`src/core/pdt_pkg.sv`:
```
/*
  package for the prescaled down timer: register map, field positions,
  reset values and timing constants.
  assumes a 100 MHz system clock and an Avalon-MM slave with 32-bit data.
*/
package pdt_pkg;
  localparam int unsigned CLK_HZ          = 100_000_000;
  localparam int unsigned ADDR_W          = 8;
  // printed offsets step by one, not by four: index, byte address is four times it
  localparam logic [7:0]  IDX_PRESCALER   = 8'hd2;
  localparam logic [7:0]  IDX_COUNT       = 8'hd3;
  localparam logic [7:0]  IDX_STATUS      = 8'hd4;
  localparam logic [7:0]  IDX_POWER       = 8'hd5;
  localparam logic [6:0]  PRESC_RELOAD    = 7'h7f;
  localparam logic [7:0]  COUNT_RELOAD    = 8'hff;
  localparam logic [7:0]  COUNT_ZERO      = 8'h00;
  localparam logic [7:0]  STATUS_RESET    = 8'h00;
  localparam logic [7:0]  COUNT_ONE       = 8'h01;
  localparam logic [6:0]  PRESC_ZERO      = 7'h00;
  localparam logic [1:0]  POWER_RESET     = 2'h0;
  localparam int unsigned TAP_W           = 3;
  localparam int unsigned INT_DIV         = 12;
  localparam int unsigned BIT_FLAG        = 7;
  localparam int unsigned BIT_IRQ_EN      = 6;
  localparam int unsigned BIT_DIR         = 5;
  localparam int unsigned BIT_LEVEL       = 4;
  localparam int unsigned BIT_RUN         = 3;
  localparam int unsigned BIT_WAIT        = 0;
  localparam int unsigned BIT_STOP        = 1;
  typedef enum logic [1:0] {
    PDT_EVENT,
    PDT_GATED,
    PDT_OUT_LOW,
    PDT_OUT_HIGH
  } pdt_mode_t;
endpackage

```
`src/core/pdt_timer.sv`:
```
/*
  prescaled 8-bit down timer with 7-bit prescaler, pin modes and low power hold.
  assumes synchronous inputs, one 100 MHz clock, an Avalon-MM slave with waitrequest.
*/
// Local design decisions: the register offsets and the Avalon-MM slave port.
// Overview of operation
// - prescaler clocked by internal clock divided by twelve or the timer pin
// - prescaler decrements per input tick, reloads 7Fh after reaching zero
// - counter decrements per selected tap edge, reloads 0FFh after zero
// - tap select picks one of eight taps, divide by two to the field
// - run clear freezes counter and forces prescaler to 7Fh
// - reset sets counter to 0FFh and prescaler to 7Fh
// - with run set, prescaler write loads any value 0 to 7Fh
// - counter readable and writable at any time, independent of prescaler
// - current prescaler value readable through prescaler register
// - counter reaching zero sets flag; flag and enable raise interrupt
// - writing 00h to counter or one to status bit 7 sets flag
// - flag stays set until software clears it
// - counter write beats a simultaneous decrement to zero, no flag
// - direction and level bits decode event, gated, output low, output high
// - gated mode counts internal ticks only while pin is high
// - event mode counts rising edges of the timer pin
// - output mode uses internal ticks; flag rise latches level onto pin
// - direction set drives the pin push-pull
// - wait state does not affect timer; interrupt wakes from wait or stop
// - stop freezes timer except in event counter mode
// - status register at 0D4h, reset 00h, fields from bit 7 down
// - prescaler register bit 7 reads zero, value in bits 6 to 0
`timescale 1ns/10ps
`default_nettype none
module pdt_timer #(
  parameter int unsigned DIV = pdt_pkg::INT_DIV
) (
  input  wire logic        CLK,
  input  wire logic        RST,
  input  wire logic [9:0]  AVS_ADDRESS,
  input  wire logic        AVS_READ,
  input  wire logic        AVS_WRITE,
  input  wire logic [31:0] AVS_WRITEDATA,
  input  wire logic [3:0]  AVS_BYTEENABLE,
  output logic      [31:0] AVS_READDATA,
  output logic             AVS_WAITREQUEST,
  input  wire logic        TIMER_PIN_IN,
  output logic             TIMER_PIN_OUT,
  output logic             TIMER_PIN_OE_N,
  output logic             IRQ,
  output logic             WAKE
);
  logic [6:0]  presc_q;
  logic [7:0]  count_q;
  logic [7:0]  status_q;
  logic [1:0]  power_q;
  logic [6:0]  tap_prev_q;
  logic [3:0]  div_q;
  logic        pin_s1_q;
  logic        pin_s2_q;
  logic        pin_s3_q;
  logic        ack_q;
  logic        flag_prev_q;
  logic        int_tick;
  logic        pin_rise;
  logic        presc_tick;
  logic        cnt_tick;
  logic        hit;
  logic        wr;
  logic        rd;
  logic [7:0]  idx;
  logic [7:0]  wbyte;
  logic        wr_presc;
  logic        wr_count;
  logic        wr_status;
  logic        wr_power;
  logic        run;
  logic        stopped;
  logic [2:0]  tap_sel;
  logic [6:0]  presc_d;
  logic        dec_zero;
  logic [6:0]  wlow;
  logic        level_bit;
  pdt_pkg::pdt_mode_t mode;

  // bus decode; word index is address bits above byte lane
  assign idx       = AVS_ADDRESS[9:2];
  assign wbyte     = AVS_WRITEDATA[7:0];
  assign hit       = ack_q;
  assign wr        = AVS_WRITE && hit && AVS_BYTEENABLE[0];
  assign rd        = AVS_READ && hit;
  assign wr_presc  = wr && (idx == pdt_pkg::IDX_PRESCALER);
  assign wr_count  = wr && (idx == pdt_pkg::IDX_COUNT);
  assign wr_status = wr && (idx == pdt_pkg::IDX_STATUS);
  assign wr_power  = wr && (idx == pdt_pkg::IDX_POWER);

  assign run     = status_q[pdt_pkg::BIT_RUN];
  assign tap_sel = status_q[pdt_pkg::TAP_W-1:0];
  assign mode    = pdt_pkg::pdt_mode_t'({status_q[pdt_pkg::BIT_DIR], status_q[pdt_pkg::BIT_LEVEL]});
  assign stopped = power_q[pdt_pkg::BIT_STOP] && (mode != pdt_pkg::PDT_EVENT);
  assign wlow      = wbyte[6:0];
  assign level_bit = status_q[pdt_pkg::BIT_LEVEL];

  // one wait cycle per access, answered on the second edge
  always_ff @(posedge CLK) begin
    if (RST) begin
      ack_q <= 1'b0;
    end else begin
      ack_q <= (AVS_READ || AVS_WRITE) && !ack_q;
    end
  end
  always_ff @(posedge CLK) begin
    if (RST) begin
      AVS_WAITREQUEST <= 1'b1;
    end else begin
      AVS_WAITREQUEST <= !((AVS_READ || AVS_WRITE) && !ack_q);
    end
  end

  always_ff @(posedge CLK) begin
    if (RST) begin
      AVS_READDATA <= 32'h0000_0000;
    end else if (AVS_READ && !ack_q) begin
      unique case (idx)
        pdt_pkg::IDX_PRESCALER: AVS_READDATA <= {25'h0, presc_q};
        pdt_pkg::IDX_COUNT:     AVS_READDATA <= {24'h0, count_q};
        pdt_pkg::IDX_STATUS:    AVS_READDATA <= {24'h0, status_q};
        pdt_pkg::IDX_POWER:     AVS_READDATA <= {30'h0, power_q};
        default:                AVS_READDATA <= 32'h0000_0000;
      endcase
    end
  end

  // internal clock divided by twelve
  always_ff @(posedge CLK) begin
    if (RST) begin
      div_q <= 4'h0;
    end else if (div_q == 4'(DIV - 1)) begin
      div_q <= 4'h0;
    end else begin
      div_q <= div_q + 4'h1;
    end
  end
  assign int_tick = (div_q == 4'(DIV - 1));

  // pin synchroniser and rising edge
  always_ff @(posedge CLK) begin
    if (RST) begin
      pin_s1_q <= 1'b1;
      pin_s2_q <= 1'b1;
      pin_s3_q <= 1'b1;
    end else begin
      pin_s1_q <= TIMER_PIN_IN;
      pin_s2_q <= pin_s1_q;
      pin_s3_q <= pin_s2_q;
    end
  end
  assign pin_rise = pin_s2_q && !pin_s3_q;

  always_comb begin
    unique case (mode)
      pdt_pkg::PDT_EVENT: presc_tick = pin_rise;
      pdt_pkg::PDT_GATED: presc_tick = int_tick && pin_s2_q;
      default:            presc_tick = int_tick;
    endcase
  end

  // prescaler
  always_comb begin
    presc_d = presc_q;
    if (!run) begin
      presc_d = pdt_pkg::PRESC_RELOAD;
    end else if (wr_presc) begin
      presc_d = wbyte[6:0];
    end else if (presc_tick && !stopped) begin
      presc_d = (presc_q == pdt_pkg::PRESC_ZERO) ? pdt_pkg::PRESC_RELOAD : presc_q - 7'h01;
    end
  end
  always_ff @(posedge CLK) begin
    if (RST) begin
      presc_q    <= pdt_pkg::PRESC_RELOAD;
      tap_prev_q <= pdt_pkg::PRESC_RELOAD;
    end else begin
      presc_q    <= presc_d;
      tap_prev_q <= presc_q;
    end
  end

  // tap: divide by 2^n; tap 0 follows each input tick
  always_comb begin
    if (tap_sel == 3'h0) begin
      cnt_tick = run && presc_tick && !stopped;
    end else begin
      cnt_tick = run && !tap_prev_q[tap_sel - 3'h1] && presc_q[tap_sel - 3'h1];
    end
  end

  assign dec_zero = cnt_tick && (count_q == pdt_pkg::COUNT_ONE);

  always_ff @(posedge CLK) begin
    if (RST) begin
      count_q <= pdt_pkg::COUNT_RELOAD;
    end else if (wr_count) begin
      count_q <= wbyte;
    end else if (cnt_tick) begin
      count_q <= (count_q == pdt_pkg::COUNT_ZERO) ? pdt_pkg::COUNT_RELOAD : count_q - 8'h01;
    end
  end

  // status register; hardware set wins over clear
  always_ff @(posedge CLK) begin
    if (RST) begin
      status_q <= pdt_pkg::STATUS_RESET;
    end else begin
      if (wr_status) begin
        status_q <= wbyte;
      end
      if ((dec_zero && !wr_count) || (wr_count && wbyte == pdt_pkg::COUNT_ZERO)) begin
        status_q[pdt_pkg::BIT_FLAG] <= 1'b1;
      end
    end
  end

  always_ff @(posedge CLK) begin
    if (RST) begin
      power_q <= pdt_pkg::POWER_RESET;
    end else if (wr_power) begin
      power_q <= wbyte[1:0];
    end else if (status_q[pdt_pkg::BIT_FLAG] && status_q[pdt_pkg::BIT_IRQ_EN]) begin
      power_q <= pdt_pkg::POWER_RESET;
    end
  end

  always_ff @(posedge CLK) begin
    if (RST) begin
      flag_prev_q    <= 1'b0;
      TIMER_PIN_OUT  <= 1'b0;
      TIMER_PIN_OE_N <= 1'b1;
      IRQ            <= 1'b0;
      WAKE           <= 1'b0;
    end else begin
      flag_prev_q    <= status_q[pdt_pkg::BIT_FLAG];
      TIMER_PIN_OE_N <= !status_q[pdt_pkg::BIT_DIR];
      if (status_q[pdt_pkg::BIT_FLAG] && !flag_prev_q) begin
        TIMER_PIN_OUT <= status_q[pdt_pkg::BIT_LEVEL];
      end
      IRQ  <= status_q[pdt_pkg::BIT_FLAG] && status_q[pdt_pkg::BIT_IRQ_EN];
      WAKE <= status_q[pdt_pkg::BIT_FLAG] && status_q[pdt_pkg::BIT_IRQ_EN] && (|power_q);
    end
  end

  // checks
  property p_reload_presc;
    @(posedge CLK) disable iff (RST) !run |=> presc_q == pdt_pkg::PRESC_RELOAD;
  endproperty
  a_reload_presc: assert property (p_reload_presc) else $error("prescaler not held at reload");
  property p_freeze;
    @(posedge CLK) disable iff (RST) (!run && !wr_count) |=> $stable(count_q);
  endproperty
  a_freeze: assert property (p_freeze) else $error("counter moved while stopped");
  property p_wrap;
    @(posedge CLK) disable iff (RST) (cnt_tick && !wr_count && count_q == pdt_pkg::COUNT_ZERO) |=>
      count_q == pdt_pkg::COUNT_RELOAD;
  endproperty
  a_wrap: assert property (p_wrap) else $error("counter did not reload");
  property p_flag_zero;
    @(posedge CLK) disable iff (RST) (dec_zero && !wr_count) |=> status_q[pdt_pkg::BIT_FLAG];
  endproperty
  a_flag_zero: assert property (p_flag_zero) else $error("flag missing at zero");
  property p_flag_w0;
    @(posedge CLK) disable iff (RST) (wr_count && wbyte == pdt_pkg::COUNT_ZERO) |=> status_q[pdt_pkg::BIT_FLAG];
  endproperty
  a_flag_w0: assert property (p_flag_w0) else $error("flag missing on zero write");
  property p_sticky;
    @(posedge CLK) disable iff (RST) (status_q[pdt_pkg::BIT_FLAG] && !wr_status) |=> status_q[pdt_pkg::BIT_FLAG];
  endproperty
  a_sticky: assert property (p_sticky) else $error("flag dropped on its own");
  property p_irq;
    @(posedge CLK) disable iff (RST) (status_q[pdt_pkg::BIT_FLAG] && status_q[pdt_pkg::BIT_IRQ_EN]) |=> IRQ;
  endproperty
  a_irq: assert property (p_irq) else $error("interrupt not raised");
  property p_wr_wins;
    @(posedge CLK) disable iff (RST) (wr_count && dec_zero) |=> count_q == $past(wbyte);
  endproperty
  a_wr_wins: assert property (p_wr_wins) else $error("write lost to decrement");
  property p_oe;
    @(posedge CLK) disable iff (RST) status_q[pdt_pkg::BIT_DIR] |=> !TIMER_PIN_OE_N;
  endproperty
  a_oe: assert property (p_oe) else $error("pin not driven in output mode");
  property p_presc_rd;
    @(posedge CLK) disable iff (RST) (AVS_READ && !ack_q && idx == pdt_pkg::IDX_PRESCALER) |=>
      AVS_READDATA[31:7] == 25'h0;
  endproperty
  a_presc_rd: assert property (p_presc_rd) else $error("prescaler upper bits nonzero");
  property p_ack_pulse;
    @(posedge CLK) disable iff (RST) !AVS_WAITREQUEST |=> AVS_WAITREQUEST;
  endproperty
  a_ack_pulse: assert property (p_ack_pulse) else $error("waitrequest low for more than one cycle");
  property p_ack_answer;
    @(posedge CLK) disable iff (RST) ((AVS_READ || AVS_WRITE) && !ack_q) |=> !AVS_WAITREQUEST;
  endproperty
  a_ack_answer: assert property (p_ack_answer) else $error("request not answered");
  property p_presc_wrap;
    @(posedge CLK) disable iff (RST) (run && presc_tick && !stopped && !wr_presc && presc_q == pdt_pkg::PRESC_ZERO)
      |=> presc_q == pdt_pkg::PRESC_RELOAD;
  endproperty
  a_presc_wrap: assert property (p_presc_wrap) else $error("prescaler did not reload");
  property p_presc_dec;
    @(posedge CLK) disable iff (RST) (run && presc_tick && !stopped && !wr_presc && presc_q != pdt_pkg::PRESC_ZERO)
      |=> presc_q == $past(presc_q) - 7'h01;
  endproperty
  a_presc_dec: assert property (p_presc_dec) else $error("prescaler did not decrement");
  property p_presc_wr;
    @(posedge CLK) disable iff (RST) (run && wr_presc) |=> presc_q == $past(wlow);
  endproperty
  a_presc_wr: assert property (p_presc_wr) else $error("prescaler write lost");
  property p_stop_hold;
    @(posedge CLK) disable iff (RST) (stopped && run && !wr_presc) |=> $stable(presc_q);
  endproperty
  a_stop_hold: assert property (p_stop_hold) else $error("prescaler moved while stopped");
  property p_event_stop;
    @(posedge CLK) disable iff (RST) (power_q[pdt_pkg::BIT_STOP] && mode == pdt_pkg::PDT_EVENT && run && pin_rise &&
      !wr_presc) |=> presc_q != $past(presc_q);
  endproperty
  a_event_stop: assert property (p_event_stop) else $error("event count lost in stop");
  property p_gate_low;
    @(posedge CLK) disable iff (RST) (mode == pdt_pkg::PDT_GATED && run && !pin_s2_q && !wr_presc)
      |=> $stable(presc_q);
  endproperty
  a_gate_low: assert property (p_gate_low) else $error("gated prescaler moved with pin low");
  property p_gate_high;
    @(posedge CLK) disable iff (RST) (mode == pdt_pkg::PDT_GATED && run && pin_s2_q && int_tick && !stopped &&
      !wr_presc) |=> presc_q != $past(presc_q);
  endproperty
  a_gate_high: assert property (p_gate_high) else $error("gated prescaler missed a tick");
  property p_tap0;
    @(posedge CLK) disable iff (RST) (run && tap_sel == 3'h0 && presc_tick && !stopped && !wr_count &&
      count_q != pdt_pkg::COUNT_ZERO) |=> count_q == $past(count_q) - 8'h01;
  endproperty
  a_tap0: assert property (p_tap0) else $error("counter missed a tap zero tick");
  property p_wr_count;
    @(posedge CLK) disable iff (RST) wr_count |=> count_q == $past(wbyte);
  endproperty
  a_wr_count: assert property (p_wr_count) else $error("counter write lost");
  property p_status_wr;
    @(posedge CLK) disable iff (RST) (wr_status && !dec_zero) |=> status_q == $past(wbyte);
  endproperty
  a_status_wr: assert property (p_status_wr) else $error("status write lost");
  property p_rd_count;
    @(posedge CLK) disable iff (RST) (AVS_READ && !ack_q && idx == pdt_pkg::IDX_COUNT)
      |=> AVS_READDATA[7:0] == $past(count_q);
  endproperty
  a_rd_count: assert property (p_rd_count) else $error("counter read wrong");
  property p_irq_off;
    @(posedge CLK) disable iff (RST) !(status_q[pdt_pkg::BIT_FLAG] && status_q[pdt_pkg::BIT_IRQ_EN])
      |=> !IRQ;
  endproperty
  a_irq_off: assert property (p_irq_off) else $error("interrupt without flag and enable");
  property p_wake;
    @(posedge CLK) disable iff (RST) (status_q[pdt_pkg::BIT_FLAG] && status_q[pdt_pkg::BIT_IRQ_EN] && (|power_q))
      |=> WAKE;
  endproperty
  a_wake: assert property (p_wake) else $error("no wake from low power");
  property p_power_clr;
    @(posedge CLK) disable iff (RST) (status_q[pdt_pkg::BIT_FLAG] && status_q[pdt_pkg::BIT_IRQ_EN] && !wr_power)
      |=> power_q == pdt_pkg::POWER_RESET;
  endproperty
  a_power_clr: assert property (p_power_clr) else $error("low power state kept after interrupt");
  property p_pin_latch;
    @(posedge CLK) disable iff (RST) (status_q[pdt_pkg::BIT_FLAG] && !flag_prev_q) |=> TIMER_PIN_OUT == $past(level_bit);
  endproperty
  a_pin_latch: assert property (p_pin_latch) else $error("level not latched on flag rise");
  property p_oe_in;
    @(posedge CLK) disable iff (RST) !status_q[pdt_pkg::BIT_DIR] |=> TIMER_PIN_OE_N;
  endproperty
  a_oe_in: assert property (p_oe_in) else $error("pin driven in input mode");
  c_underflow: cover property (@(posedge CLK) disable iff (RST) dec_zero);
  c_event: cover property (@(posedge CLK) disable iff (RST) mode == pdt_pkg::PDT_EVENT && pin_rise && run);
  c_out: cover property (@(posedge CLK) disable iff (RST) status_q[5] && status_q[7] && !flag_prev_q);
  c_wr_wins: cover property (@(posedge CLK) disable iff (RST) wr_count && dec_zero);
  c_stopped: cover property (@(posedge CLK) disable iff (RST) stopped && run);
endmodule // pdt_timer
`default_nettype wire

```
`config.mk`:
```
export PLATFORM = sky130hd
export DESIGN_NAME = pdt_timer
export DESIGN_NICKNAME = d
export VERILOG_FILES = /design/src/core/pdt_pkg.sv /design/src/core/pdt_timer.sv
export SDC_FILE = /design/constraint.sdc
export NUM_CORES = 1
export LEC_CHECK = 0
export BUFFER_PORTS_ARGS = -buffer_cell sky130_fd_sc_hd__buf_2
export CAP_MARGIN = 25
export CORE_AREA = 2 2 80 82
export CTS_BUF_LIST = sky130_fd_sc_hd__clkbuf_16
export CTS_CLUSTER_DIAMETER = 200
export DETAILED_ROUTE_END_ITERATION = 7
export DIE_AREA = 0 0 82 84
export PLACE_DENSITY = 0.84
export SYNTH_ARGS = -nofsm -noshare
export SYNTH_HDL_FRONTEND = slang
export SYNTH_SLANG_ARGS = --single-unit
```
`constraint.sdc`:
```
create_clock -name CLK -period 2.8 [get_ports CLK]
set_clock_uncertainty 0.15 [all_clocks]
set_input_delay 0.56 -clock CLK [delete_from_list [all_inputs] [get_ports CLK]]
set_output_delay 0.56 -clock CLK [all_outputs]
set_load 0.01 [all_outputs]
```
Yosys cells after proc, flatten, opt, wreduce, memory -nomap -nowiden
Index checks and enable logic that the tools add are counted.
{"block": "totals", "register_bits": 78, "inputBits": 51, "out_inout_bits": 37}
{"block": "op_classes", "addsub": 4, "order_cmp": 1, "n_eq_ne": 7, "mux": 17, "n_bitwise": 1, "n_reduce_logical": 45}
{"cell": "== test 8 bit, second input constant", "count": 4}
{"cell": "two-way mux 8 bit", "count": 4}
{"cell": "case mux 8 bit (4 select lines)", "count": 1}
{"cell": "logical AND 1 bit", "count": 22}
{"cell": "two-way mux 7 bit", "count": 3}
{"cell": "zero test 8 bit", "count": 2}
{"cell": "nonzero test 2 bit", "count": 5}
{"cell": "== test 8 x 1 -> 1 bit, second input constant", "count": 1}
{"cell": "zero test 1 bit", "count": 8}
{"cell": "subtractor 8 x 1 -> 8 bit, second input constant", "count": 1}
{"cell": "zero test 7 bit", "count": 1}
{"cell": "subtractor 7 x 1 -> 7 bit, second input constant", "count": 1}
{"cell": "binary-select mux 1 bit (select 3 bit)", "count": 2}
{"cell": "OR reduction 2 bit", "count": 3}
{"cell": "adder 4 x 1 -> 4 bit, second input constant", "count": 1}
{"cell": "== test 4 bit, second input constant", "count": 1}
{"cell": "less-than comparator 3 x 4 -> 1 bit, second input constant", "count": 1}
{"cell": "two-way mux 1 bit", "count": 4}
{"cell": "two-way mux 2 bit", "count": 2}
{"cell": "zero test 3 bit", "count": 1}
{"cell": "subtractor 3 x 1 -> 3 bit, second input constant", "count": 1}
{"cell": "== test 2 x 1 -> 1 bit, second input constant", "count": 1}
{"cell": "zero test 2 bit", "count": 1}
{"cell": "logical OR 1 bit", "count": 2}
{"cell": "2 further kinds", "count": 2}

Logic depth before layout (Yosys ltp)
Gate-level depths: netlist of the first run.
{"block": "depth", "word_depth": 11, "mapped_depth": 9, "mapped_depth_nobuf": 7}

Worst setup path after synthesis of the first run
No wires, ideal clock.
{"block": "synth_timing", "kind": "register to register", "startpoint": "register status_q[0]", "endpoint": "register count_q[0]", "setup_time_ns": 0.072, "arrival_ns": 2.267, "setup_slack_ns": 0.311, "path_stages_with_launch": 10, "cell_sequence": "dfxtp_1 -> buf_4 -> inv_1 -> ha_1 -> nor4bb_1 -> a31o_1 -> or4_4 -> buf_6 -> a31oi_4 -> mux2i_1"}
{"block": "synth_between", "elab_chain_len": 8, "word_cells_on_any_way": 11, "classes_between": "add/sub: 1; mux: 5; reduce/logical: 5"}
{"item": "from (decl)", "line_no": "pdt_timer.sv:51", "rtl": "logic [7:0] status_q;"}
{"item": "from (signal assigned)", "line_no": "pdt_timer.sv:209", "rtl": "status_q <= pdt_pkg::STATUS_RESET;"}
{"item": "from (signal assigned)", "line_no": "pdt_timer.sv:212", "rtl": "status_q <= wbyte;"}
{"item": "subtractor 3 x 1 -> 3 bit", "line_no": "pdt_timer.sv:190", "rtl": "cnt_tick = run && !tap_prev_q[tap_sel - 3'h1] && presc_q[tap_sel - 3'h1];"}
{"item": "binary-select mux 1 bit (select 3 bit)", "line_no": "pdt_timer.sv:190"}
{"item": "two-way mux 1 bit (not written as such)", "line_no": "pdt_timer.sv:190"}
{"item": "zero test 1 bit", "line_no": "pdt_timer.sv:190"}
{"item": "logical AND 1 bit (2 in a row)", "line_no": "pdt_timer.sv:190"}
{"item": "two-way mux 1 bit (*)", "line_no": "pdt_timer.sv:187", "rtl": "if (tap_sel == 3'h0) begin"}
{"item": "nonzero test 2 bit (no source line) (*)"}
{"item": "to (signal assigned)", "line_no": "pdt_timer.sv:198", "rtl": "count_q <= pdt_pkg::COUNT_RELOAD;"}
{"item": "to (signal assigned)", "line_no": "pdt_timer.sv:200", "rtl": "count_q <= wbyte;"}
{"item": "to (signal assigned)", "line_no": "pdt_timer.sv:202", "rtl": "count_q <= (count_q == pdt_pkg::COUNT_ZERO) ? pdt_pkg::COUNT_RELOAD : count_q - 8'h01;"}
{"item": "to (decl)", "line_no": "pdt_timer.sv:50", "rtl": "logic [7:0] count_q;"}
Every way passes the cells marked *; elsewhere a longest branch is shown, timed or not. The select of a mux whose other input is x is not followed.
A chain may end at the register's enable or synchronous reset.

Final worst setup path of the first run
{"block": "layout_timing", "startpoint": "register status_q[1]", "endpoint": "register count_q[4]"}
The elaborated chain is that of the path after synthesis.

==> qor.txt, run 1 <==
=====================================================================================
Final setup violation count                                                         0
Chip Width                                                                      82 um
Critical path endpoint category                                             flip-flop
Slew of the pin with the lowest slew margin                                    643 ps
Total of flip-flops plus latches after synthesis                                   54
Post-synthesis instance area                                                2950 um^2
Syn Inst Count                                                                    335
Commonest non-fill, non-tap cells in the layout                          54 x sky130_fd_sc_hd__dfxtp_1, 34 x sky130_fd_sc_hd__nor2_1, 34 x sky130_fd_sc_hd__buf_2
Critical-path maximum fanout                                                        7
Global routing usage summed across all routing layers                           21.3%
Min Clock Period, post-route                                                  2590 ps
Endpoints failing hold                                                              0
Most frequent standard cell in the layout excluding fill and tap cells   sky130_fd_sc_hd__dfxtp_1
Layout cells sized above 1                                                      17.9%
Detailed Route Iter0 Violations                                                   265
Number of antenna cells inserted                                                    0
Hold buffers post-CTS                                                               0
Die height                                                                      84 um
Count of buffers from port buffering                                               34
Max Root-Sink Buffers                                                               2
Distinct cells, synth                                                              61
Remaining number of nets flagged by the antenna check after routing                 0
Leakage                                                                    0.00134 uW
Overall routed net length                                                     7090 um
Overall die area                                                            6890 um^2
Critical-path cell list                                                  inv_1 > ha_1 > nor4bb_1 > a31o_1 > or4_4 > a31oi_4 > mux2i_1
Htree depth                                                                         2
Status                                                                      completed
Wire length of the first global-routing pass                                11,400 um
Initial Utilization                                                             48.4%
Row count                                                                          29
Setup Buffers After CTS                                                             0
Number of antenna violations at the first check in global routing                   0
Total iterations of the first detailed-routing run                                  5
Slowest stage cell on the critical path                                  sky130_fd_sc_hd__or4_4
Total CTS buffers                                                                   5
Setup repair after global routing missed its margin                                no
HPWL reported at the end of detailed placement                                5080 um
Clock tree from TritonCTS                                                       built
Placeable core area                                                         6100 um^2
Vias per Instance                                                                5.93
Wire length per cell after detailed routing                                   15.9 um
Post-synthesis async set-or-reset flop share                                       0%
Post-layout net count                                                             426
Most instantiated flip-flop cell in the synthesis netlist                sky130_fd_sc_hd__dfxtp_1
Global placer's final weighted congestion                                       0.891
Pin count of the biggest net entering global routing                               39
Final Max Slew Viols                                                                0
Delay of the slowest cell on the worst path                                    580 ps
Worst voltage drop across the vdd grid                                     0.000259 V
CP arrival                                                                    2650 ps
Reg-to-reg setup timing slack                                                  210 ps
Share of synthesized area occupied by flip-flops and latches                    36.7%
Startpoint class of the critical path                                       flip-flop
Via count of the first global-routing pass                                      2,358
Ratio of total power to cell area                                         473 nW/um^2
Number of warnings reported in the yosys synthesis log                              0
Via count of the routed design                                                  2,640
Total congestion overflow                                                           0
Count of flip-flops with a built-in enable after synthesis                          0
I/O pin count                                                                      88
Number of clock sinks                                                              54
Max-Slew Margin vs Limit                                                        57.1%
Fraction of the cycle the final worst path needs                                92.3%
Post-route DRC violation count                                                      0
Crit path setup slack, layout                                                  215 ps
Minimum hold slack                                                             270 ps
Post-route core utilization                                                     53.7%
Worst Hold Class                                                           reg -> reg
Worst path required time                                                      2870 ps
Number of max-capacitance violations reported                                       0
Quantity of gates resized following cts                                             0
Area growth from synthesis to layout                                            10.9%
WS Path Type                                                               reg -> reg
Average footprint of a synthesized cell                                     8.80 um^2
Accumulated negative setup slack                                                 0 ps
Insertion delay of the later-clocked pin in the worst-skew pair                290 ps
Root Buffer Master                                                       sky130_fd_sc_hd__clkbuf_16
Clock slew seen by the registers of the worst setup and hold paths              70 ps
Setup WS pre-CTS                                                               237 ps
Maximum clock frequency                                                       387 MHz
=====================================================================================
critical path, delay by kind of cell, from the launching register on:
family	cells	cell delay, ps
multiplexers	1	220
buffers and inverters	1	70
adder cells (fa/ha/maj)	1	360
AND/OR/NAND/NOR	2	760
flip-flops	1	360
AO/OA/AOI/OAI	2	570
path summary, 6_finish.rpt:
path / startpoint / endpoint / depth (start not counted)
setup reg to reg: status_q[1] / count_q[4] / 7
hold / removal: pin_s1_q / pin_s2_q / 1
setup / recovery: status_q[1] / count_q[4] / 7
hold reg to reg: pin_s1_q / pin_s2_q / 1
layer usage:
layer	share of wire (%)	GRT usage [%]	routed length, um
met3	8.8	3.68	624
met2	48	34.3	3370
met1	42	27.7	2950
met5	0	0	0
met4	2.0	8.64	145
cells by family (layout without fill, tap and decap cells):
kind of cell | count (synthesis) | count (layout) | synth area share [%]
DFF | 54 | 54 | 36.7
other | 1 | 24 | 0.127
AOI/OAI and AO/OA | 66 | 66 | 17.2
xor gates and xnor gates | 3 | 3 | 0.891
and+or+nand+nor | 135 | 135 | 26.0
muxes | 18 | 18 | 6.11
buffers and inverters | 51 | 61 | 10.0
adders and majority gates | 7 | 7 | 2.97
cells in the mapped netlist (all sizes together), types with 6 or more instances:
cell type / number / share of area, %
o21ai: 6 / 1.0
mux2i: 18 / 6.1
inv: 12 / 1.5
dfxtp: 54 / 37
clkbuf: 8 / 1.0
a2bb2oi: 7 / 2.3
nand2b: 9 / 1.9
buf: 31 / 7.5
nand2: 17 / 2.2
nor2: 34 / 4.3
ha: 7 / 3.0
or2: 12 / 2.5
nand3: 11 / 1.9
nor3: 9 / 1.5
nor4: 11 / 3.3
a21oi: 13 / 2.2
flip-flops by register name, indices dropped and copies added (netlist names):
name             flops
pin_s1_q             1
power_q              2
IRQ                  1
tap_prev_q           7
pin_s3_q             1
TIMER_PIN_OUT        1
presc_q              7
div_q                4
TIMER_PIN_OE_N       1
status_q             8
count_q              8
WAKE                 1
pin_s2_q             1
AVS_WAITREQUEST      1
ack_q                1
AVS_READDATA         8
flag_prev_q          1
report_power, final:
part / internal, uW / switching (uW)
Combinational: 27.6 / 60.2
Sequential: 775 / 4.73
Clock: 414 / 265
area by class of cell:
| class | instances | area [um^2] |
|---|---|---|
| Fill cell | 566 | 2830 |
| Timing Repair Buffer | 42 | 230 |
| Tap cell | 77 | 96.3 |
| Sequential cell | 54 | 1080 |
| Multi-Input combinational cell | 253 | 1660 |
| Inverter | 12 | 45.0 |
| Clock inverter | 2 | 33.8 |
| Clock buffer | 5 | 125 |
through the flow:
step	cell area, um^2	total power [uW]	std cells
after floorplan	3040	873	358
after global placement	3110	881	438
after detailed placement	3110	885	438
after CTS	3270	1560	445
after global routing	3270	1600	445
final	3270	1550	445
No activity file was read; power rests on OpenSTA's default activity.
==> inputs of run 2 (changes only) <==
--- a/config.mk
+++ b/config.mk
@@ -8,7 +8,7 @@
 export BUFFER_PORTS_ARGS = -buffer_cell sky130_fd_sc_hd__buf_2
 export CAP_MARGIN = 25
 export CORE_AREA = 2 2 80 82
-export CTS_BUF_LIST = sky130_fd_sc_hd__clkbuf_16
+export CTS_BUF_LIST = sky130_fd_sc_hd__clkbuf_8
 export CTS_CLUSTER_DIAMETER = 200
 export DETAILED_ROUTE_END_ITERATION = 7
 export DIE_AREA = 0 0 82 84
==> run 2 against run 1 <==
  * Sequential power about the same
  * Non-clock buffer count stayed put
  * Total power is 9.3% lower
  * Sequential cell count is the same
  * Critical path type unchanged
  * Routed wire length down 1.4%
  * Via count fell by 0.83%
  * Global-route usage fell by 0.56 points
  * Design area decreased by 1.4%
==> qor.txt, run 2 (same netlist as run 1, synthesis figures left out) <==
=====================================================================================
Final setup violation count                                                         0   unchanged
Internal power of the cells                                                   1090 uW   -11%
Total iterations of the first detailed-routing run                                  5   unchanged
WS Path Type                                                               reg -> reg
Total CTS buffers                                                                   5   unchanged
Worst path required time                                                      2880 ps   about the same
Htree depth                                                                         2   unchanged
Clock slew seen by the registers of the worst setup and hold paths             100 ps   +30 ps
Accumulated negative setup slack                                                 0 ps   unchanged
Hold buffers post-CTS                                                               0   unchanged
Fraction of power spent switching nets                                          22.4%   +1.1 points
Global routing usage summed across all routing layers                           20.7%   -0.56 points
Chip Width                                                                      82 um   unchanged
Number of clock sinks                                                              54   unchanged
Critical-path maximum fanout                                                        7   unchanged
Min Clock Period, post-route                                                  2590 ps   +3.28 ps
I/O pin count                                                                      88   unchanged
Total congestion overflow                                                           0   unchanged
Worst Hold Class                                                           reg -> reg
Via count of the routed design                                                  2,618   -0.83%
Cell area after layout                                                      3220 um^2   -1.4%
Quantity of gates resized following cts                                             0   unchanged
Reg-to-reg setup timing slack                                                  210 ps   about the same
Largest registers                                                        AVS_READDATA (8), count_q (8), status_q (8)
Slew of the pin with the lowest slew margin                                    661 ps   +18.2 ps
Insertion delay of the later-clocked pin in the worst-skew pair                310 ps   +20 ps
Number of cells on the worst hold path                                              1   unchanged
HPWL reported at the end of detailed placement                                5080 um   unchanged
Endpoints failing hold                                                              0   unchanged
Wire length per cell after detailed routing                                   15.7 um   -1.4%
Area growth from synthesis to layout                                            9.33%
Root Buffer Master                                                       sky130_fd_sc_hd__clkbuf_8
Setup repair after global routing missed its margin                                no
Layout cells sized above 1                                                      18.2%   +0.27 points
Worst voltage drop across the vdd grid                                     0.000223 V   -14%
Status                                                                      completed
Max Root-Sink Buffers                                                               2   unchanged
Beginning of the critical path                                            status_q[1]
Max-Slew Margin vs Limit                                                        55.9%   -1.2 points
Switch Pwr                                                                     314 uW   -4.8%
Vias per Instance                                                                5.88   -0.83%
Placeable core area                                                         6100 um^2   unchanged
Share of total power in sequential cells                                        55.6%   +5.2 points
Setup WS pre-CTS                                                               237 ps   unchanged
Die height                                                                      84 um   unchanged
Ratio of total power to cell area                                         435 nW/um^2   -8.0%
Gate power share                                                                 6.3%   +0.6 points
Number of antenna cells inserted                                                    0   unchanged
Number of antenna violations at the first check in global routing                   0   unchanged
CP arrival                                                                    2670 ps   +20 ps
Crit path setup slack, layout                                                  211 ps   -3.28 ps
Overall die area                                                            6890 um^2   unchanged
Number of max-capacitance violations reported                                       0   unchanged
Critical register-to-register path startpoint                             status_q[1]
Clock tree from TritonCTS                                                       built
Most frequent standard cell in the layout excluding fill and tap cells   sky130_fd_sc_hd__dfxtp_1
Clock group share of total power                                                38.2%   -5.7 points
Setup Buffers After CTS                                                             0   unchanged
Initial Utilization                                                             48.4%   unchanged
Startpoint class of the critical path                                       flip-flop
Total placed instance area                                                  3110 um^2   unchanged
Global placer's final weighted congestion                                       0.891   unchanged
Commonest non-fill, non-tap cells in the layout                          54 x sky130_fd_sc_hd__dfxtp_1, 34 x sky130_fd_sc_hd__nor2_1, 34 x sky130_fd_sc_hd__buf_2
Maximum clock frequency                                                       386 MHz   -0.13%
Detailed Route Iter0 Violations                                                   334   +26%
Depth of the most critical reg-to-reg path                                          7   unchanged
Post-route DRC violation count                                                      0   unchanged
Critical path endpoint category                                             flip-flop
Critical register-to-register path endpoint                                count_q[4]
Capturing instance or port of the critical path                            count_q[4]
Wire length of the first global-routing pass                                11,200 um   -1.5%
Pin count of the biggest net entering global routing                               39   unchanged
Final Max Slew Viols                                                                0   unchanged
Count of buffers from port buffering                                               34   unchanged
Row count                                                                          29   unchanged
Leakage                                                                    0.00132 uW   -1.5%
Remaining number of nets flagged by the antenna check after routing                 0   unchanged
Fraction of the cycle the final worst path needs                                92.5%   +0.12 points
Overall routed net length                                                     6990 um   -1.4%
Post-layout net count                                                             426   unchanged
Via count of the first global-routing pass                                      2,325   -1.4%
=====================================================================================
## run 2: cell count changes in the layout (fill, tap and decap cells not counted)
cell and change:
sky130_fd_sc_hd__clkbuf_8 +6, sky130_fd_sc_hd__clkbuf_16 -5, sky130_fd_sc_hd__clkinv_1 -1
## run 2: final cells by class
| cell class | instances | area [um^2] |
|---|---|---|
| fillers | 571 | 2870 |
| flip-flops and latches | 54 | 1080 |
| inverters | 12 | 45.0 |
| clock buffers | 6 | 82.6 |
| repair buffers | 42 | 230 |
| clock inverters | 1 | 30.0 |
| well taps | 77 | 96.3 |
| multi-input cells | 253 | 1660 |
## run 2: power groups by stage
stage          Clock, uW  Sequential, uW  Combinational, uW
2_1_floorplan          0             797               76.2
3_3_place_gp           0             797               84.5
3_5_place_dp           0             798               86.8
4_1_cts              541             780               87.1
5_1_grt              578             781               97.3
6_report             535             780               88.1
## run 2: critical path, stage by stage (launching register included)
cell and delay (ps):
sky130_fd_sc_hd__dfxtp_1 370, sky130_fd_sc_hd__inv_1 80, sky130_fd_sc_hd__ha_1 360, sky130_fd_sc_hd__nor4bb_1 180, sky130_fd_sc_hd__a31o_1 180, sky130_fd_sc_hd__or4_4 590, sky130_fd_sc_hd__a31oi_4 380, sky130_fd_sc_hd__mux2i_1 230
## run 2: worst min-delay path by stage
stage | from | to | slack (ps)
2_1_floorplan | pin_s1_q | pin_s2_q | 240
3_3_place_gp | pin_s1_q | pin_s2_q | 250
3_5_place_dp | pin_s1_q | pin_s2_q | 260
4_1_cts | TIMER_PIN_IN | pin_s1_q | 280
5_1_grt | TIMER_PIN_IN | pin_s1_q | 280
6_report | pin_s1_q | pin_s2_q | 280
## run 2: stage by stage
step / hold slack [ps] / utilization, % / power, uW / cells
6_report: 277 / 52.9 / 1400 / 445
5_1_grt: 279 / 52.9 / 1460 / 445
4_1_cts: 278 / 52.9 / 1410 / 445
3_5_place_dp: 257 / 51.0 / 885 / 438
3_3_place_gp: 248 / 51.0 / 881 / 438
2_1_floorplan: 239 / - / 873 / 358
## run 2: layer usage
layer	share of wire (%)	vias to the layer above	global-route usage, %
met2	46	150	32.7
met4	2.5	0	7.42
met3	9.8	17	3.03
li1	-	1237	-
met1	42	1214	28.4
met5	0	-	0
==> inputs of run 3 (changes only) <==
--- a/config.mk
+++ b/config.mk
@@ -10,9 +10,11 @@
 export CORE_AREA = 2 2 80 82
 export CTS_BUF_LIST = sky130_fd_sc_hd__clkbuf_8
 export CTS_CLUSTER_DIAMETER = 200
+export CTS_CLUSTER_SIZE = 14
 export DETAILED_ROUTE_END_ITERATION = 7
 export DIE_AREA = 0 0 82 84
 export PLACE_DENSITY = 0.84
+export REMOVE_ABC_BUFFERS = 1
 export SYNTH_ARGS = -nofsm -noshare
 export SYNTH_HDL_FRONTEND = slang
 export SYNTH_SLANG_ARGS = --single-unit
==> run 3 against run 2 <==
  * Non-clock buffer count stayed put
  * Final cell count stayed put
  * First-iteration DRC count down 5.4%
  * Core utilization shrank 0.49 points
  * Critical endpoint is now count_q[7]
  * Via count decreased by 1.2%
  * Critical path type unchanged
  * Setup slack gained 49 ps
  * Fmax grew 1.9%
  * Clock-buffer cell count shrank 1
  * Combinational power fell by 0.7%
  * Sequential power about the same
  * Sequential share of layout area increased by 0.32 points
==> qor.txt, run 3 (same netlist as run 1, synthesis figures left out) <==
=====================================================================================
Root Buffer Master                                                       sky130_fd_sc_hd__clkbuf_8
Maximum clock frequency                                                       394 MHz   +1.9%
Overall routed net length                                                     7050 um   +0.83%
Initial Utilization                                                             48.4%   unchanged
Critical-path maximum fanout                                                        7   unchanged
Clock slew seen by the registers of the worst setup and hold paths             100 ps   about the same
Total congestion overflow                                                           0   unchanged
Count of buffers from port buffering                                               34   unchanged
Via count of the first global-routing pass                                      2,331   +0.26%
HPWL reported at the end of detailed placement                                5140 um   +1.2%
Accumulated negative setup slack                                                 0 ps   unchanged
Max-Slew Margin vs Limit                                                        47.8%   -8.1 points
Final setup violation count                                                         0   unchanged
Overall Power                                                                 1310 uW   -6.8%
Switch Pwr                                                                     332 uW   +5.5%
Number of antenna cells inserted                                                    0   unchanged
Quantity of gates resized following cts                                             0   unchanged
Post-layout net count                                                             426   unchanged
Commonest non-fill, non-tap cells in the layout                          54 x sky130_fd_sc_hd__dfxtp_1, 34 x sky130_fd_sc_hd__nor2_1, 34 x sky130_fd_sc_hd__buf_2
Remaining number of nets flagged by the antenna check after routing                 0   unchanged
Layout cells sized above 1                                                      18.2%   unchanged
Grt peak-use layer                                                               met2
Pin count of the biggest net entering global routing                               36   -7.7%
Total iterations of the first detailed-routing run                                  5   unchanged
Number of antenna violations at the first check in global routing                   0   unchanged
Critical path endpoint category                                             flip-flop
Cell count after placement                                                        438   unchanged
Detailed Route Iter0 Violations                                                   316   -5.4%
Reg-to-reg setup timing slack                                                  260 ps   +50 ps
Global Route met3 Usage                                                         4.55%   +1.5 points
Internal power of the cells                                                    976 uW   -10%
Number of max-capacitance violations reported                                       0   unchanged
Number of clock sinks                                                              54   unchanged
Startpoint class of the critical path                                       flip-flop
Wire length per cell after detailed routing                                   15.8 um   +0.83%
Number of cells on the worst hold path                                              2   +1
Worst Hold Class                                                            in -> reg
Share of total power in sequential cells                                        59.6%   +4.0 points
Setup Buffers After CTS                                                             0   unchanged
Total CTS buffers                                                                   5   unchanged
WS Path Type                                                               reg -> reg
Insertion delay of the later-clocked pin in the worst-skew pair                320 ps   about the same
Ratio of total power to cell area                                         409 nW/um^2   -5.9%
Clock group share of total power                                                33.7%   -4.5 points
Largest registers                                                        AVS_READDATA (8), count_q (8), status_q (8)
Non-filler instance count after layout                                            445   unchanged
Leakage                                                                    0.00131 uW   -0.98%
I/O pin count                                                                      88   unchanged
Setup repair after global routing missed its margin                                no
Die height                                                                      84 um   unchanged
Endpoints failing hold                                                              0   unchanged
Max Root-Sink Buffers                                                               2   unchanged
Row count                                                                          29   unchanged
Start point of the worst min-delay path                                  TIMER_PIN_IN
Most frequent standard cell in the layout excluding fill and tap cells   sky130_fd_sc_hd__dfxtp_1
Met1 global-route usage                                                         30.0%   +1.6 points
GR met2 Demand/Resource                                                         31.9%   -0.81 points
Gate power share                                                                 6.7%   +0.4 points
Hold buffers post-CTS                                                               0   unchanged
Wire length of the first global-routing pass                                11,400 um   +1.2%
Critical register-to-register path endpoint                                count_q[7]
Worst voltage drop across the vdd grid                                     0.000344 V   +54%
Fraction of power spent switching nets                                          25.4%   +3.0 points
Global routing usage summed across all routing layers                           21.2%   +0.44 points
Status                                                                      completed
Overall die area                                                            6890 um^2   unchanged
Beginning of the critical path                                            status_q[1]
Placeable core area                                                         6100 um^2   unchanged
Global placer's final weighted congestion                                       0.885   -0.67%
Area growth from synthesis to layout                                            8.32%
Post-route core utilization                                                     52.4%   -0.49 points
Vias per Instance                                                                5.81   -1.2%
Final Max Slew Viols                                                                0   unchanged
Min Clock Period, post-route                                                  2540 ps   -49.1 ps
Clock tree from TritonCTS                                                       built
Htree depth                                                                         2   unchanged
Chip Width                                                                      82 um   unchanged
Endpoint of the worst hold path                                              pin_s1_q
Slew of the pin with the lowest slew margin                                    776 ps   +115 ps
Depth of the most critical reg-to-reg path                                          7   unchanged
Fraction of the cycle the final worst path needs                                90.7%   -1.8 points
CP arrival                                                                    2650 ps   -20 ps
Via count of the routed design                                                  2,587   -1.2%
Worst path required time                                                      2910 ps   +30 ps
Critical register-to-register path startpoint                             status_q[1]
Post-route DRC violation count                                                      0   unchanged
=====================================================================================
-- run 3: routing by layer --
layer,vias to the layer above,routed length (um)
li1,1234,-
met1,1218,3260
met2,117,3130
met3,18,559
met4,0,100
met5,-,0
-- run 3: how the worst max path moves through the flow --
stage / slack (ps) / end
after floorplan: 290 / count_q[5]
after global placement: 300 / count_q[4]
after detailed placement: 280 / count_q[0]
after CTS: 270 / count_q[0]
after global routing: 130 / count_q[1]
final: 260 / count_q[7]
-- run 3: cell type report --
| type | count | area (um^2) |
|---|---|---|
| flip-flops and latches | 54 | 1080 |
| repair buffers | 42 | 230 |
| clock buffers | 5 | 68.8 |
| multi-input cells | 253 | 1660 |
| inverters | 12 | 45.0 |
| clock inverters | 2 | 13.8 |
| fillers | 564 | 2900 |
| well taps | 77 | 96.3 |
-- run 3: critical path: stages (launching register included) --
cell and delay, ps:
sky130_fd_sc_hd__dfxtp_1 360, sky130_fd_sc_hd__inv_1 80, sky130_fd_sc_hd__ha_1 360, sky130_fd_sc_hd__nor4bb_1 170
sky130_fd_sc_hd__a31o_1 180, sky130_fd_sc_hd__or4_4 580, sky130_fd_sc_hd__a31oi_4 380, sky130_fd_sc_hd__mux2i_1 220
-- run 3: power by group through the flow --
| stage | logic (uW) | clock network (uW) | registers, uW |
|---|---|---|---|
| global placement | 83.2 | 0 | 797 |
| floorplan | 40.3 | 0 | 797 |
| finish | 87.5 | 440 | 780 |
| CTS | 85.7 | 442 | 780 |
| detailed placement | 85.7 | 0 | 798 |
| global route | 96.0 | 477 | 781 |
-- run 3: per-stage QoR --
stage               setup slack (ps)  instance area, um^2  hold WS (ps)
finish                           260                 3190           271
global route                     129                 3190           271
CTS                              269                 3190           265
detailed placement               285                 3110           257
global placement                 303                 3110           245
floorplan                        289                 2790           239
